File: config.mk
export PLATFORM = sky130hd
export DESIGN_NAME = slp_sector_lock
export DESIGN_NICKNAME = d
export VERILOG_FILES = /design/src/hw/slp_pkg.sv /design/src/hw/slp_sector_lock.sv
export SDC_FILE = /design/constraint.sdc
export NUM_CORES = 2
export LEC_CHECK = 0
export ABC_AREA = 1
export BUFFER_PORTS_ARGS = -buffer_cell sky130_fd_sc_hd__buf_2
export CORE_MARGIN = 2
export CORE_UTILIZATION = 58
export DETAILED_ROUTE_END_ITERATION = 12
export GPL_ROUTABILITY_DRIVEN = 0
export PLACE_DENSITY = 0.76
export SETUP_SLACK_MARGIN = 0.4
export SLEW_MARGIN = 40
export SYNTH_ARGS = -nofsm -noshare
export SYNTH_HDL_FRONTEND = slang
export SYNTH_SLANG_ARGS = --single-unit
File: constraint.sdc
create_clock -name sys_clk -period 13.2 [get_ports sys_clk]
set_input_delay 0.66 -clock sys_clk [delete_from_list [all_inputs] [get_ports sys_clk]]
set_output_delay 0.66 -clock sys_clk [all_outputs]
set_load 0.1 [all_outputs]
File: src/hw/slp_pkg.sv
/*
 * Constants for the sector lock protection block: command codes, field
 * positions, register reset values and operation timings.
 * Assumes a single 200 MHz system clock and a command decoder outside.
 */
package slp_pkg;
    // ------------------------------------------------------------
    // Commands taken on the command port
    // ------------------------------------------------------------
    localparam logic [3:0] SLP_CMD_RD_NVLOCK = 4'h0;
    localparam logic [3:0] SLP_CMD_WR_NVLOCK = 4'h1;
    localparam logic [3:0] SLP_CMD_ER_NVLOCK = 4'h2;
    localparam logic [3:0] SLP_CMD_RD_VLOCK = 4'h3;
    localparam logic [3:0] SLP_CMD_WR_VLOCK = 4'h4;
    localparam logic [3:0] SLP_CMD_RD_PMR = 4'h5;
    localparam logic [3:0] SLP_CMD_WR_PMR = 4'h6;
    localparam logic [3:0] SLP_CMD_RD_FREEZE = 4'h7;
    localparam logic [3:0] SLP_CMD_WR_FREEZE = 4'h8;
    localparam logic [3:0] SLP_CMD_SW_RESET = 4'h9;

    // ------------------------------------------------------------
    // Field positions and values
    // ------------------------------------------------------------
    localparam int SLP_VL_WP_BIT = 0;
    localparam int SLP_VL_LD_BIT = 1;
    localparam int SLP_PMR_ERASE_LOCK_BIT = 0;
    localparam int SLP_PMR_NV_LOCKDOWN_BIT = 1;
    localparam int SLP_PMR_LOCKDOWN_BIT = 2;
    localparam int SLP_FSR_PROG_ERR_BIT = 4;
    localparam int SLP_FSR_PROT_ERR_BIT = 1;
    localparam logic [7:0] SLP_NV_LOCKED_BYTE = 8'h00;
    localparam logic [7:0] SLP_NV_UNLOCKED_BYTE = 8'hFF;
    localparam logic [7:0] SLP_PMR_RESET = 8'hFF;
    localparam logic [7:0] SLP_VL_MASK = 8'h03;
    localparam logic [7:0] SLP_ZERO_BYTE = 8'h00;

    // ------------------------------------------------------------
    // Timing: typical byte program and sector erase, in ns
    // ------------------------------------------------------------
    localparam int SLP_CLK_PERIOD_NS = 5;
    localparam int SLP_T_BYTE_PROG_NS = 30000;
    localparam int SLP_T_SECT_ERASE_NS = 250000;
    localparam int SLP_BYTE_PROG_CYC = SLP_T_BYTE_PROG_NS / SLP_CLK_PERIOD_NS;
    localparam int SLP_SECT_ERASE_CYC = SLP_T_SECT_ERASE_NS / SLP_CLK_PERIOD_NS;

    typedef enum logic [1:0] {SLP_IDLE, SLP_PROG, SLP_ERASE} slp_state_type;
endpackage

File: src/hw/slp_sector_lock.sv
/*
 * Sector lock protection: per-sector nonvolatile lock array, per-sector
 * volatile lock registers, protection management register, global freeze
 * bit, and the program/erase permission check for the main array.
 * Assumes an outside decoder that has already checked write enable and
 * hands over one command at a time as a one-cycle strobe.
 */
// Overview of operation
// [RQ1] A nonvolatile lock bit of 0 blocks program and erase in that sector.
// [RQ2] Nonvolatile lock state lives in flash cells; erased unlocked, programmed locked.
// [RQ3] Lock bits program to 0 singly; only a group erase returns them to 1.
// [RQ4] Programming one lock bit keeps the block busy one byte-program time.
// [RQ5] Erase sets all lock bits to 1, busy one sector-erase time.
// [RQ6] Reading a nonvolatile lock entry returns 00h locked, FFh unlocked.
// [RQ7] Each sector has an 8-bit volatile lock register, readable and writable.
// [RQ8] A volatile write-protect bit of 1 blocks program and erase there.
// [RQ9] Reset clears every volatile lock bit to 0.
// [RQ10] Both volatile bits come up 0 so they can later be set.
// [RQ11] Lock-down set to 1 rejects writes to both volatile bits until reset.
// [RQ12] Volatile lock write executes only while lock-down bit 1 is 0.
// [RQ13] The management register has dedicated read and write commands.
// [RQ14] Management bit 2 at 0 makes writes to that register be ignored.
// [RQ15] A rejected management write sets flag status bits 1 and 4.
// [RQ16] Host should clear management bit 2 if enhanced security is unused.
// [RQ17] Global freeze at 0 refuses program and erase of lock bits.
// [RQ18] Management bit 1 at 0 refuses lock-bit program and erase forever.
// [RQ19] Lock array erase needs management bit 0 still at 1.
// [RQ20] A sector is protected when its lock bit is 0 or write-protect is 1.
`timescale 1ns/1ps
`default_nettype none
module slp_sector_lock
    import slp_pkg::*;
#(
    parameter int NUM_SECTORS = 256,
    parameter int SECT_W = 8,
    parameter int PROG_CYCLES = SLP_BYTE_PROG_CYC,
    parameter int ERASE_CYCLES = SLP_SECT_ERASE_CYC
) (
    input wire logic sys_clk,
    input wire logic sys_rst,
    input wire logic cmd_valid,
    input wire logic [3:0] cmd_code,
    input wire logic [SECT_W-1:0] cmd_sector,
    input wire logic [7:0] cmd_data,
    input wire logic fsr_clear,
    input wire logic chk_valid,
    input wire logic [SECT_W-1:0] chk_sector,
    output logic rsp_valid,
    output logic [7:0] rsp_data,
    output logic busy,
    output logic chk_allow,
    output logic [7:0] flag_status
);
    // ------------------------------------------------------------
    // State
    // ------------------------------------------------------------
    // Nonvolatile array survives sys_rst: only erase and program change it
    logic [NUM_SECTORS-1:0] nv_lock_reg = '1;
    logic [NUM_SECTORS-1:0] vl_wp_reg;
    logic [NUM_SECTORS-1:0] vl_ld_reg;
    logic [7:0] pmr_reg = SLP_PMR_RESET;
    logic freeze_reg;
    logic [7:0] fsr_reg;
    slp_state_type state_reg;
    logic [31:0] timer_reg;
    logic [SECT_W-1:0] op_sector_reg;
    logic busy_reg;
    // The timer is wide enough for the longest erase at this clock rate.
    // The lock array and the management register carry no reset, since
    // real cells keep their charge across any reset.

    // Sector protected by either scheme
    function automatic logic sector_protected(input logic nv_bit, input logic wp_bit);
        return !nv_bit || wp_bit; // RQ20
    endfunction

    // Command decode. A command is only taken while the sequencer is idle,
    // so a strobe that comes during a timed operation is lost: the host
    // must poll busy rather than queue behind it.
    // Refusals are decoded once here so flags and checks agree.
    wire logic nv_change_ok = freeze_reg && pmr_reg[SLP_PMR_NV_LOCKDOWN_BIT]; // RQ17 RQ18
    wire logic cmd_take = cmd_valid && !busy_reg;
    wire logic do_nv_prog = cmd_take && cmd_code == SLP_CMD_WR_NVLOCK && nv_change_ok;
    wire logic do_nv_erase = cmd_take && cmd_code == SLP_CMD_ER_NVLOCK && nv_change_ok
        && pmr_reg[SLP_PMR_ERASE_LOCK_BIT]; // RQ19
    wire logic pmr_refused = cmd_take && cmd_code == SLP_CMD_WR_PMR && !pmr_reg[SLP_PMR_LOCKDOWN_BIT]; // RQ14
    wire logic nv_refused = cmd_take && (cmd_code == SLP_CMD_WR_NVLOCK || cmd_code == SLP_CMD_ER_NVLOCK)
        && !do_nv_prog && !do_nv_erase;
    wire logic sw_reset = cmd_take && cmd_code == SLP_CMD_SW_RESET;

    // ------------------------------------------------------------
    // Lock-bit program/erase sequencer
    // ------------------------------------------------------------
    // Cell contents change only at the end of the timed operation, as real cells do
    // The timer loads count minus one and spends its last cycle at zero,
    // so busy covers the taking cycle plus the whole count.
    always_ff @(posedge sys_clk) begin
        if (sys_rst) begin
            state_reg <= SLP_IDLE;
            timer_reg <= '0;
            op_sector_reg <= '0;
            busy_reg <= 1'b0;
        end else begin
            case (state_reg)
                SLP_IDLE: begin
                    if (do_nv_prog) begin
                        state_reg <= SLP_PROG;
                        timer_reg <= 32'(PROG_CYCLES - 1); // RQ4
                        op_sector_reg <= cmd_sector;
                        busy_reg <= 1'b1;
                    end else if (do_nv_erase) begin
                        state_reg <= SLP_ERASE;
                        timer_reg <= 32'(ERASE_CYCLES - 1); // RQ5
                        busy_reg <= 1'b1;
                    end
                end
                SLP_PROG, SLP_ERASE: begin
                    if (timer_reg == '0) begin
                        state_reg <= SLP_IDLE;
                        busy_reg <= 1'b0;
                    end else begin
                        timer_reg <= timer_reg - 32'd1;
                    end
                end
                default: begin
                    state_reg <= SLP_IDLE;
                    busy_reg <= 1'b0;
                end
            endcase
        end
    end

    // Nonvolatile cells: program clears one bit, erase sets all; no reset
    always_ff @(posedge sys_clk) begin
        if (timer_reg == '0 && state_reg == SLP_PROG) begin
            nv_lock_reg[op_sector_reg] <= 1'b0; // RQ2 RQ3
        end else if (timer_reg == '0 && state_reg == SLP_ERASE) begin
            nv_lock_reg <= '1; // RQ5
        end
    end

    // ------------------------------------------------------------
    // Volatile lock registers and freeze bit
    // ------------------------------------------------------------
    // Lock-down is tested before the write, so one write may set lock-down
    // and write-protect together; nothing moves them again until reset.
    always_ff @(posedge sys_clk) begin
        if (sys_rst || sw_reset) begin
            vl_wp_reg <= '0; // RQ9 RQ10
            vl_ld_reg <= '0; // RQ9 RQ10
            freeze_reg <= 1'b1;
        end else if (cmd_take) begin
            if (cmd_code == SLP_CMD_WR_VLOCK && !vl_ld_reg[cmd_sector]) begin // RQ11 RQ12
                vl_wp_reg[cmd_sector] <= cmd_data[SLP_VL_WP_BIT]; // RQ7
                vl_ld_reg[cmd_sector] <= cmd_data[SLP_VL_LD_BIT];
            end
            if (cmd_code == SLP_CMD_WR_FREEZE) begin
                freeze_reg <= freeze_reg & cmd_data[0];
            end
        end
    end

    // Management register: OTP, bits only ever go 1 to 0; survives reset
    always_ff @(posedge sys_clk) begin
        if (cmd_take && cmd_code == SLP_CMD_WR_PMR && pmr_reg[SLP_PMR_LOCKDOWN_BIT]) begin
            pmr_reg <= pmr_reg & cmd_data; // RQ13
        end
    end

    // Flag status errors; a new error wins over a clear in the same cycle
    always_ff @(posedge sys_clk) begin
        if (sys_rst) begin
            fsr_reg <= SLP_ZERO_BYTE;
        end else if (pmr_refused || nv_refused) begin
            fsr_reg[SLP_FSR_PROT_ERR_BIT] <= 1'b1; // RQ15
            fsr_reg[SLP_FSR_PROG_ERR_BIT] <= 1'b1; // RQ15
        end else if (fsr_clear) begin
            fsr_reg <= SLP_ZERO_BYTE;
        end
    end

    // ------------------------------------------------------------
    // Read answers and permission check, all registered
    // ------------------------------------------------------------
    // Read data is captured on the taking edge and then held;
    // only rsp_valid marks a fresh answer.
    always_ff @(posedge sys_clk) begin
        if (sys_rst) begin
            rsp_valid <= 1'b0;
            rsp_data <= SLP_ZERO_BYTE;
        end else begin
            rsp_valid <= 1'b0;
            if (cmd_take) begin
                case (cmd_code)
                    SLP_CMD_RD_NVLOCK: begin
                        rsp_valid <= 1'b1;
                        rsp_data <= nv_lock_reg[cmd_sector] ? SLP_NV_UNLOCKED_BYTE : SLP_NV_LOCKED_BYTE; // RQ6
                    end
                    SLP_CMD_RD_VLOCK: begin
                        rsp_valid <= 1'b1;
                        rsp_data <= {6'h00, vl_ld_reg[cmd_sector], vl_wp_reg[cmd_sector]} & SLP_VL_MASK; // RQ7
                    end
                    SLP_CMD_RD_PMR: begin
                        rsp_valid <= 1'b1;
                        rsp_data <= pmr_reg; // RQ13
                    end
                    SLP_CMD_RD_FREEZE: begin
                        rsp_valid <= 1'b1;
                        rsp_data <= {7'h00, freeze_reg};
                    end
                    default: begin
                        rsp_valid <= 1'b0;
                    end
                endcase
            end
        end
    end

    // Permission answer for the main-array program/erase path
    always_ff @(posedge sys_clk) begin
        if (sys_rst) begin
            chk_allow <= 1'b0;
        end else if (chk_valid) begin
            chk_allow <= !sector_protected(nv_lock_reg[chk_sector], vl_wp_reg[chk_sector]); // RQ1 RQ8 RQ20
        end
    end

    always_ff @(posedge sys_clk) begin
        if (sys_rst) begin
            busy <= 1'b0;
            flag_status <= SLP_ZERO_BYTE;
        end else begin
            busy <= busy_reg || do_nv_prog || do_nv_erase;
            flag_status <= fsr_reg;
        end
    end

    // ------------------------------------------------------------
    // Checks
    // ------------------------------------------------------------
    // Flags reach the output two edges after a refusal: fsr_reg, then flag_status
    chk_pmr_refuse_flags: assert property (@(posedge sys_clk) disable iff (sys_rst) // RQ15
        pmr_refused |=> ##1 (flag_status[SLP_FSR_PROT_ERR_BIT] && flag_status[SLP_FSR_PROG_ERR_BIT]))
        else $error("refused management write left flags clear");

    // Refused lock-array commands raise the same pair of flags
    chk_nv_refuse_flags: assert property (@(posedge sys_clk) disable iff (sys_rst) // RQ15
        nv_refused |=> ##1 (flag_status[SLP_FSR_PROT_ERR_BIT] && flag_status[SLP_FSR_PROG_ERR_BIT]))
        else $error("refused lock-array command left flags clear");

    // Once sealed, the management register never moves again
    chk_pmr_frozen: assert property (@(posedge sys_clk) disable iff (sys_rst) // RQ14
        !pmr_reg[SLP_PMR_LOCKDOWN_BIT] |=> $stable(pmr_reg))
        else $error("locked management register changed");

    // Management bits are one-time programmable: none returns to 1
    chk_pmr_otp: assert property (@(posedge sys_clk) disable iff (sys_rst) // RQ13
        1'b1 |=> (pmr_reg & ~$past(pmr_reg)) == SLP_ZERO_BYTE)
        else $error("management bit returned to one");

    // A write aimed at a locked-down sector moves no volatile bit
    chk_vl_lockdown_hold: assert property (@(posedge sys_clk) disable iff (sys_rst || sw_reset) // RQ11
        vl_ld_reg[cmd_sector] && cmd_take |=> $stable(vl_wp_reg) && $stable(vl_ld_reg))
        else $error("locked-down volatile bits changed");

    // A write to an open sector lands in its write-protect bit
    chk_vl_write: assert property (@(posedge sys_clk) disable iff (sys_rst) // RQ12
        cmd_take && cmd_code == SLP_CMD_WR_VLOCK && !vl_ld_reg[cmd_sector]
            |=> vl_wp_reg[$past(cmd_sector)] == $past(cmd_data[SLP_VL_WP_BIT]))
        else $error("volatile lock write lost");

    // Hardware reset clears every volatile bit
    chk_vl_reset_clear: assert property (@(posedge sys_clk) // RQ9
        sys_rst |=> vl_wp_reg == '0 && vl_ld_reg == '0)
        else $error("volatile bits not cleared by reset");

    // Software reset releases lock-down and the freeze bit as well
    chk_sw_reset_clear: assert property (@(posedge sys_clk) disable iff (sys_rst) // RQ11
        sw_reset |=> vl_wp_reg == '0 && vl_ld_reg == '0 && freeze_reg)
        else $error("software reset left volatile state set");

    // Reserved volatile bits always read 0
    chk_vl_read: assert property (@(posedge sys_clk) disable iff (sys_rst) // RQ7
        cmd_take && cmd_code == SLP_CMD_RD_VLOCK |=> rsp_valid && (rsp_data & ~SLP_VL_MASK) == SLP_ZERO_BYTE)
        else $error("volatile read shows reserved bits");

    // Either scheme alone is enough to block the main array
    chk_allow_protect: assert property (@(posedge sys_clk) disable iff (sys_rst) // RQ20
        chk_valid && (!nv_lock_reg[chk_sector] || vl_wp_reg[chk_sector]) |=> !chk_allow)
        else $error("protected sector allowed");

    // Lock-array gating by freeze and management bits
    chk_freeze_block: assert property (@(posedge sys_clk) disable iff (sys_rst) // RQ17
        !freeze_reg && cmd_take |-> !do_nv_prog && !do_nv_erase)
        else $error("lock bit change while frozen");

    chk_nv_lockdown: assert property (@(posedge sys_clk) disable iff (sys_rst) // RQ18
        !pmr_reg[SLP_PMR_NV_LOCKDOWN_BIT] |-> !do_nv_prog && !do_nv_erase)
        else $error("lock bit change after lock-array lockdown");

    chk_erase_lock: assert property (@(posedge sys_clk) disable iff (sys_rst) // RQ19
        !pmr_reg[SLP_PMR_ERASE_LOCK_BIT] |-> !do_nv_erase)
        else $error("lock array erased while erase locked");

    // Timed operations hold busy and land at the end of the count
    chk_prog_busy: assert property (@(posedge sys_clk) disable iff (sys_rst) // RQ4
        do_nv_prog |=> busy [*2])
        else $error("lock bit program not busy");

    chk_erase_busy: assert property (@(posedge sys_clk) disable iff (sys_rst) // RQ5
        do_nv_erase |=> busy [*8])
        else $error("lock array erase not busy");

    chk_prog_lands: assert property (@(posedge sys_clk) disable iff (sys_rst) // RQ3
        state_reg == SLP_PROG && timer_reg == '0 |=> !nv_lock_reg[$past(op_sector_reg)])
        else $error("lock bit program did not land");

    chk_erase_lands: assert property (@(posedge sys_clk) disable iff (sys_rst) // RQ5
        state_reg == SLP_ERASE && timer_reg == '0 |=> nv_lock_reg == '1)
        else $error("lock array erase did not land");

    // A read issued while busy is dropped, not answered late
    chk_busy_drop: assert property (@(posedge sys_clk) disable iff (sys_rst)
        busy_reg && cmd_valid |=> !rsp_valid)
        else $error("command taken while busy");

    // Lock entries read as whole bytes, never a mix
    chk_nv_read: assert property (@(posedge sys_clk) disable iff (sys_rst) // RQ6
        cmd_take && cmd_code == SLP_CMD_RD_NVLOCK |=> rsp_valid
            && (rsp_data == SLP_NV_LOCKED_BYTE || rsp_data == SLP_NV_UNLOCKED_BYTE))
        else $error("bad lock entry read");

    // Every output comes out of reset idle
    chk_reset_outputs: assert property (@(posedge sys_clk)
        sys_rst |=> !busy && !rsp_valid && !chk_allow && flag_status == SLP_ZERO_BYTE)
        else $error("outputs not idle after reset");

    // ------------------------------------------------------------
    // Cover points
    // ------------------------------------------------------------
    cov_nv_prog: cover property (@(posedge sys_clk) do_nv_prog);
    cov_nv_erase: cover property (@(posedge sys_clk) do_nv_erase);
    cov_pmr_refused: cover property (@(posedge sys_clk) pmr_refused);
    cov_blocked: cover property (@(posedge sys_clk) chk_valid ##1 !chk_allow);
    cov_vl_lockdown: cover property (@(posedge sys_clk) cmd_take && vl_ld_reg[cmd_sector]);
endmodule
`default_nettype wire

==> out/metrics.csv <==
stage;metric;value;unit
yosys;Mean Syn Cell Area;6.799;um^2
critical_path;data required time of the worst path;13700;ps
yosys;Synth Register Bits;833;
floorplanning;Die W;290.6;um
critical_path;Crit path top cell by count;nand2_1;
yosys;most frequent cell after synthesis;nand2_1;
placement;IO Port Bufs;45;
global_routing;first-pass GRT wire length;257.3;mm
finish;FF+latch area;19320;um^2
route;final wirelength;167.0;mm
route;First-pass DRT Iterations;9;
critical_path;Arr. time, crit path;5580;ps
sta;Setup Skew;17.94;ps
yosys;synth top area cells;dfxtp_1, edfxtp_1, nand2_1, nand4_1, a21oi_1;
route;DR iter-0 viols;7361;
global_routing;total grt overflow;0;
yosys;Unique masters post-synth;36;
yosys;Post-synth ARST share;0;%
job;Max Cap Violations;0;
global_routing;pin count of the biggest net entering global routing;232;
sta;final number of setup-violating endpoints;0;
yosys;sequential cell area fraction in the yosys report;40.55;%
placement;DP Area;47240;um^2
route;DRC violations left;0;
yosys;Yosys warning total;0;
sta;setup total negative slack;0;ps
yosys;Synth Instances;7008;
floorplanning;Rows;105;
yosys;Syn Std Cell Area;47640;um^2
cts;postcts setup bufs;0;
critical_path;Setup crit end kind;register;
floorplanning;DIE HEIGHT;290.6;um
floorplanning;Initial Utilization;58.31;%
worst_hold_path;worst hold path class;primary input to register;
sta;final worst-path cycle share;38.48;%
floorplanning;Core Area;81720;um^2
route;post-route ant nets;0;
sta;Worst-Margin Slew;964.0;ps
cts;CTS Buf Count;90;
power_and_ir_drop;Total Power;0.006373;W
cts;worst-skew pair later-pin latency;670;ps
cts;Clock transition at path regs;60;ps
sta;Slew HR;35.73;%
critical_path;kind of critical path;primary input to register;
finish;Final Util;61.58;%
cts;clk sinks;833;
yosys;predominant post-synthesis flop cell;dfxtp_1;
run_status;outcome;finished clean;
sta;Max Clock Freq;196.9;MHz
global_routing;initial antenna violation count;5;
cts;Bufs on Longest Clock Path;3;
cts;H-Tree Level Count;3;
global_routing;GR Util All Layers;38.09;%
floorplanning;DIE AREA;84450;um^2
placement;Detail Placement HPWL;92.17;mm
critical_path;Crit path largest cell delay;650;ps
critical_path;CP max stage cell;buf_4;
critical_path;worst path cell trace;buf_4 -> clkinv_2 -> buf_4 -> nand2_1 -> nand2_1 -> nand2_1 -> nand2_1 -> nor2_1 -> nor2_1 -> nor2_1 -> nand2_1 -> nand2_1 -> nand2_1 -> nor2_4 -> buf_4 -> buf_12 -> buf_16 -> nand3_1 -> nand2_1 -> a21oi_1;
sta;RSZ-0062 raised after global routing;no;
sta;Fin. Hold Viols;0;
cts;CTS Hold Bufs;0;
global_routing;vias in the first global route;44570;
power_and_ir_drop;VDD IR max;158.8;uV
critical_path;Startpoint Class;primary input;
finish;layout cells sized above 1;4.649;%
power_and_ir_drop;Pleak;16.87;nW
route;post-DR wirelength/cell;21.51;um
finish;Multi-input gate area;23700;um^2
cts;CTS tree;done;
yosys;Yosys top cell area share;23.91;%
cts;PostCTS Resize Cnt;0;
power_and_ir_drop;Power Density;126.7;nW/um^2
finish;Final Net Count;6654;
floorplanning;Top Ports;52;
route;DR vias;49810;
finish;post-layout instance area;50320;um^2
finish;synth-to-layout area growth;5.612;%
yosys;Post-synth EDFFs;264;
yosys;Commonest cells post-synth;nand2_1, a21oi_1, o21ai_0, dfxtp_1, nand4_1;
sta;final slew viol count;0;
sta;minimum clock period;5079;ps
yosys;Yosys top cell by area;dfxtp_1;
route;vias per cell;6.416;
finish;Filler Cells Inserted;7599;
critical_path;crit path max fanout;143;
cts;Root Driver;clkbuf_16;
[worst max-delay path, delay by kind of cell]
kind	cells	cell delay (ps)
buf+inv	6	3040
compound gates	1	60
simple gates	13	1600
[metal layers]
metal	vias to the layer above	share of wire (%)	global-route usage, %
met5	-	0.028	0
met4	4	6.7	22.52
met3	669	13	7.808
li1	22970	-	-
met1	22810	38	50.30
met2	3361	43	57.82
[area by class of cell]
class,instances,share of cell area (%)
sequential,833,38.39
tap,1070,2.661
timing repair buffer,131,2.380
multi-input combinational,5076,47.09
clock inverter,34,0.6714
inverter,484,3.630
clock buffer,131,5.150
antenna,5,0.02487
[cell families after synthesis]
kind of cell	count (synthesis)	synth area share, %
XOR/XNOR	21	0.3860
adder cells (fa/ha/maj)	5	0.1313
buffers and inverters	1104	10.05
other	1	0.007871
flip-flops	833	40.55
AND/OR/NAND/NOR	3567	32.51
AO/OA/AOI/OAI	1477	16.37
[path summary, 6_finish.rpt]
path | start | endpoint | slack (ps) | cells after the start
worst max-delay path | cmd_sector[1] | vl_wp_reg[126] | 8120 | 20
worst min-delay path | chk_valid | chk_allow | 200 | 2
worst max register to register | timer_reg[0] | nv_lock_reg[5] | 9050 | 10
worst min register to register | fsr_reg[1] | flag_status[1] | 430 | 2
[cell usage in the layout, fill, tap and decap left out, types with 19 or more instances in the layout]
cell type	instances
nand3_1	528
dfxtp_1	569
buf_4	55
a21oi_1	638
xor2_1	19
buf_2	39
a22oi_1	80
o211ai_1	66
edfxtp_1	264
o21ai_0	635
clkbuf_16	94
inv_1	472
nand2_1	1907
nor2_1	525
nand4_1	553
o21ai_1	45
clkbuf_1	27
nand2_2	22
buf_6	19
[where the power goes]
part	switching (W)	internal, W
Sequential	0.0000433	0.00274
Combinational	0.000773	0.000246
Clock	0.00111	0.00146
[stage by stage]
step | instances | hold WS, ps | worst slack, ps
2_1_floorplan | 7013 | 410.1 | 661.4
3_3_place_gp | 7586 | 424.4 | 7073
3_5_place_dp | 7590 | 423.1 | 7687
4_1_cts | 7755 | 184.7 | 8362
5_1_grt | 7760 | 209.7 | 7812
6_report | 7764 | 197.4 | 8121
No activity file was read; power rests on OpenSTA's default activity.
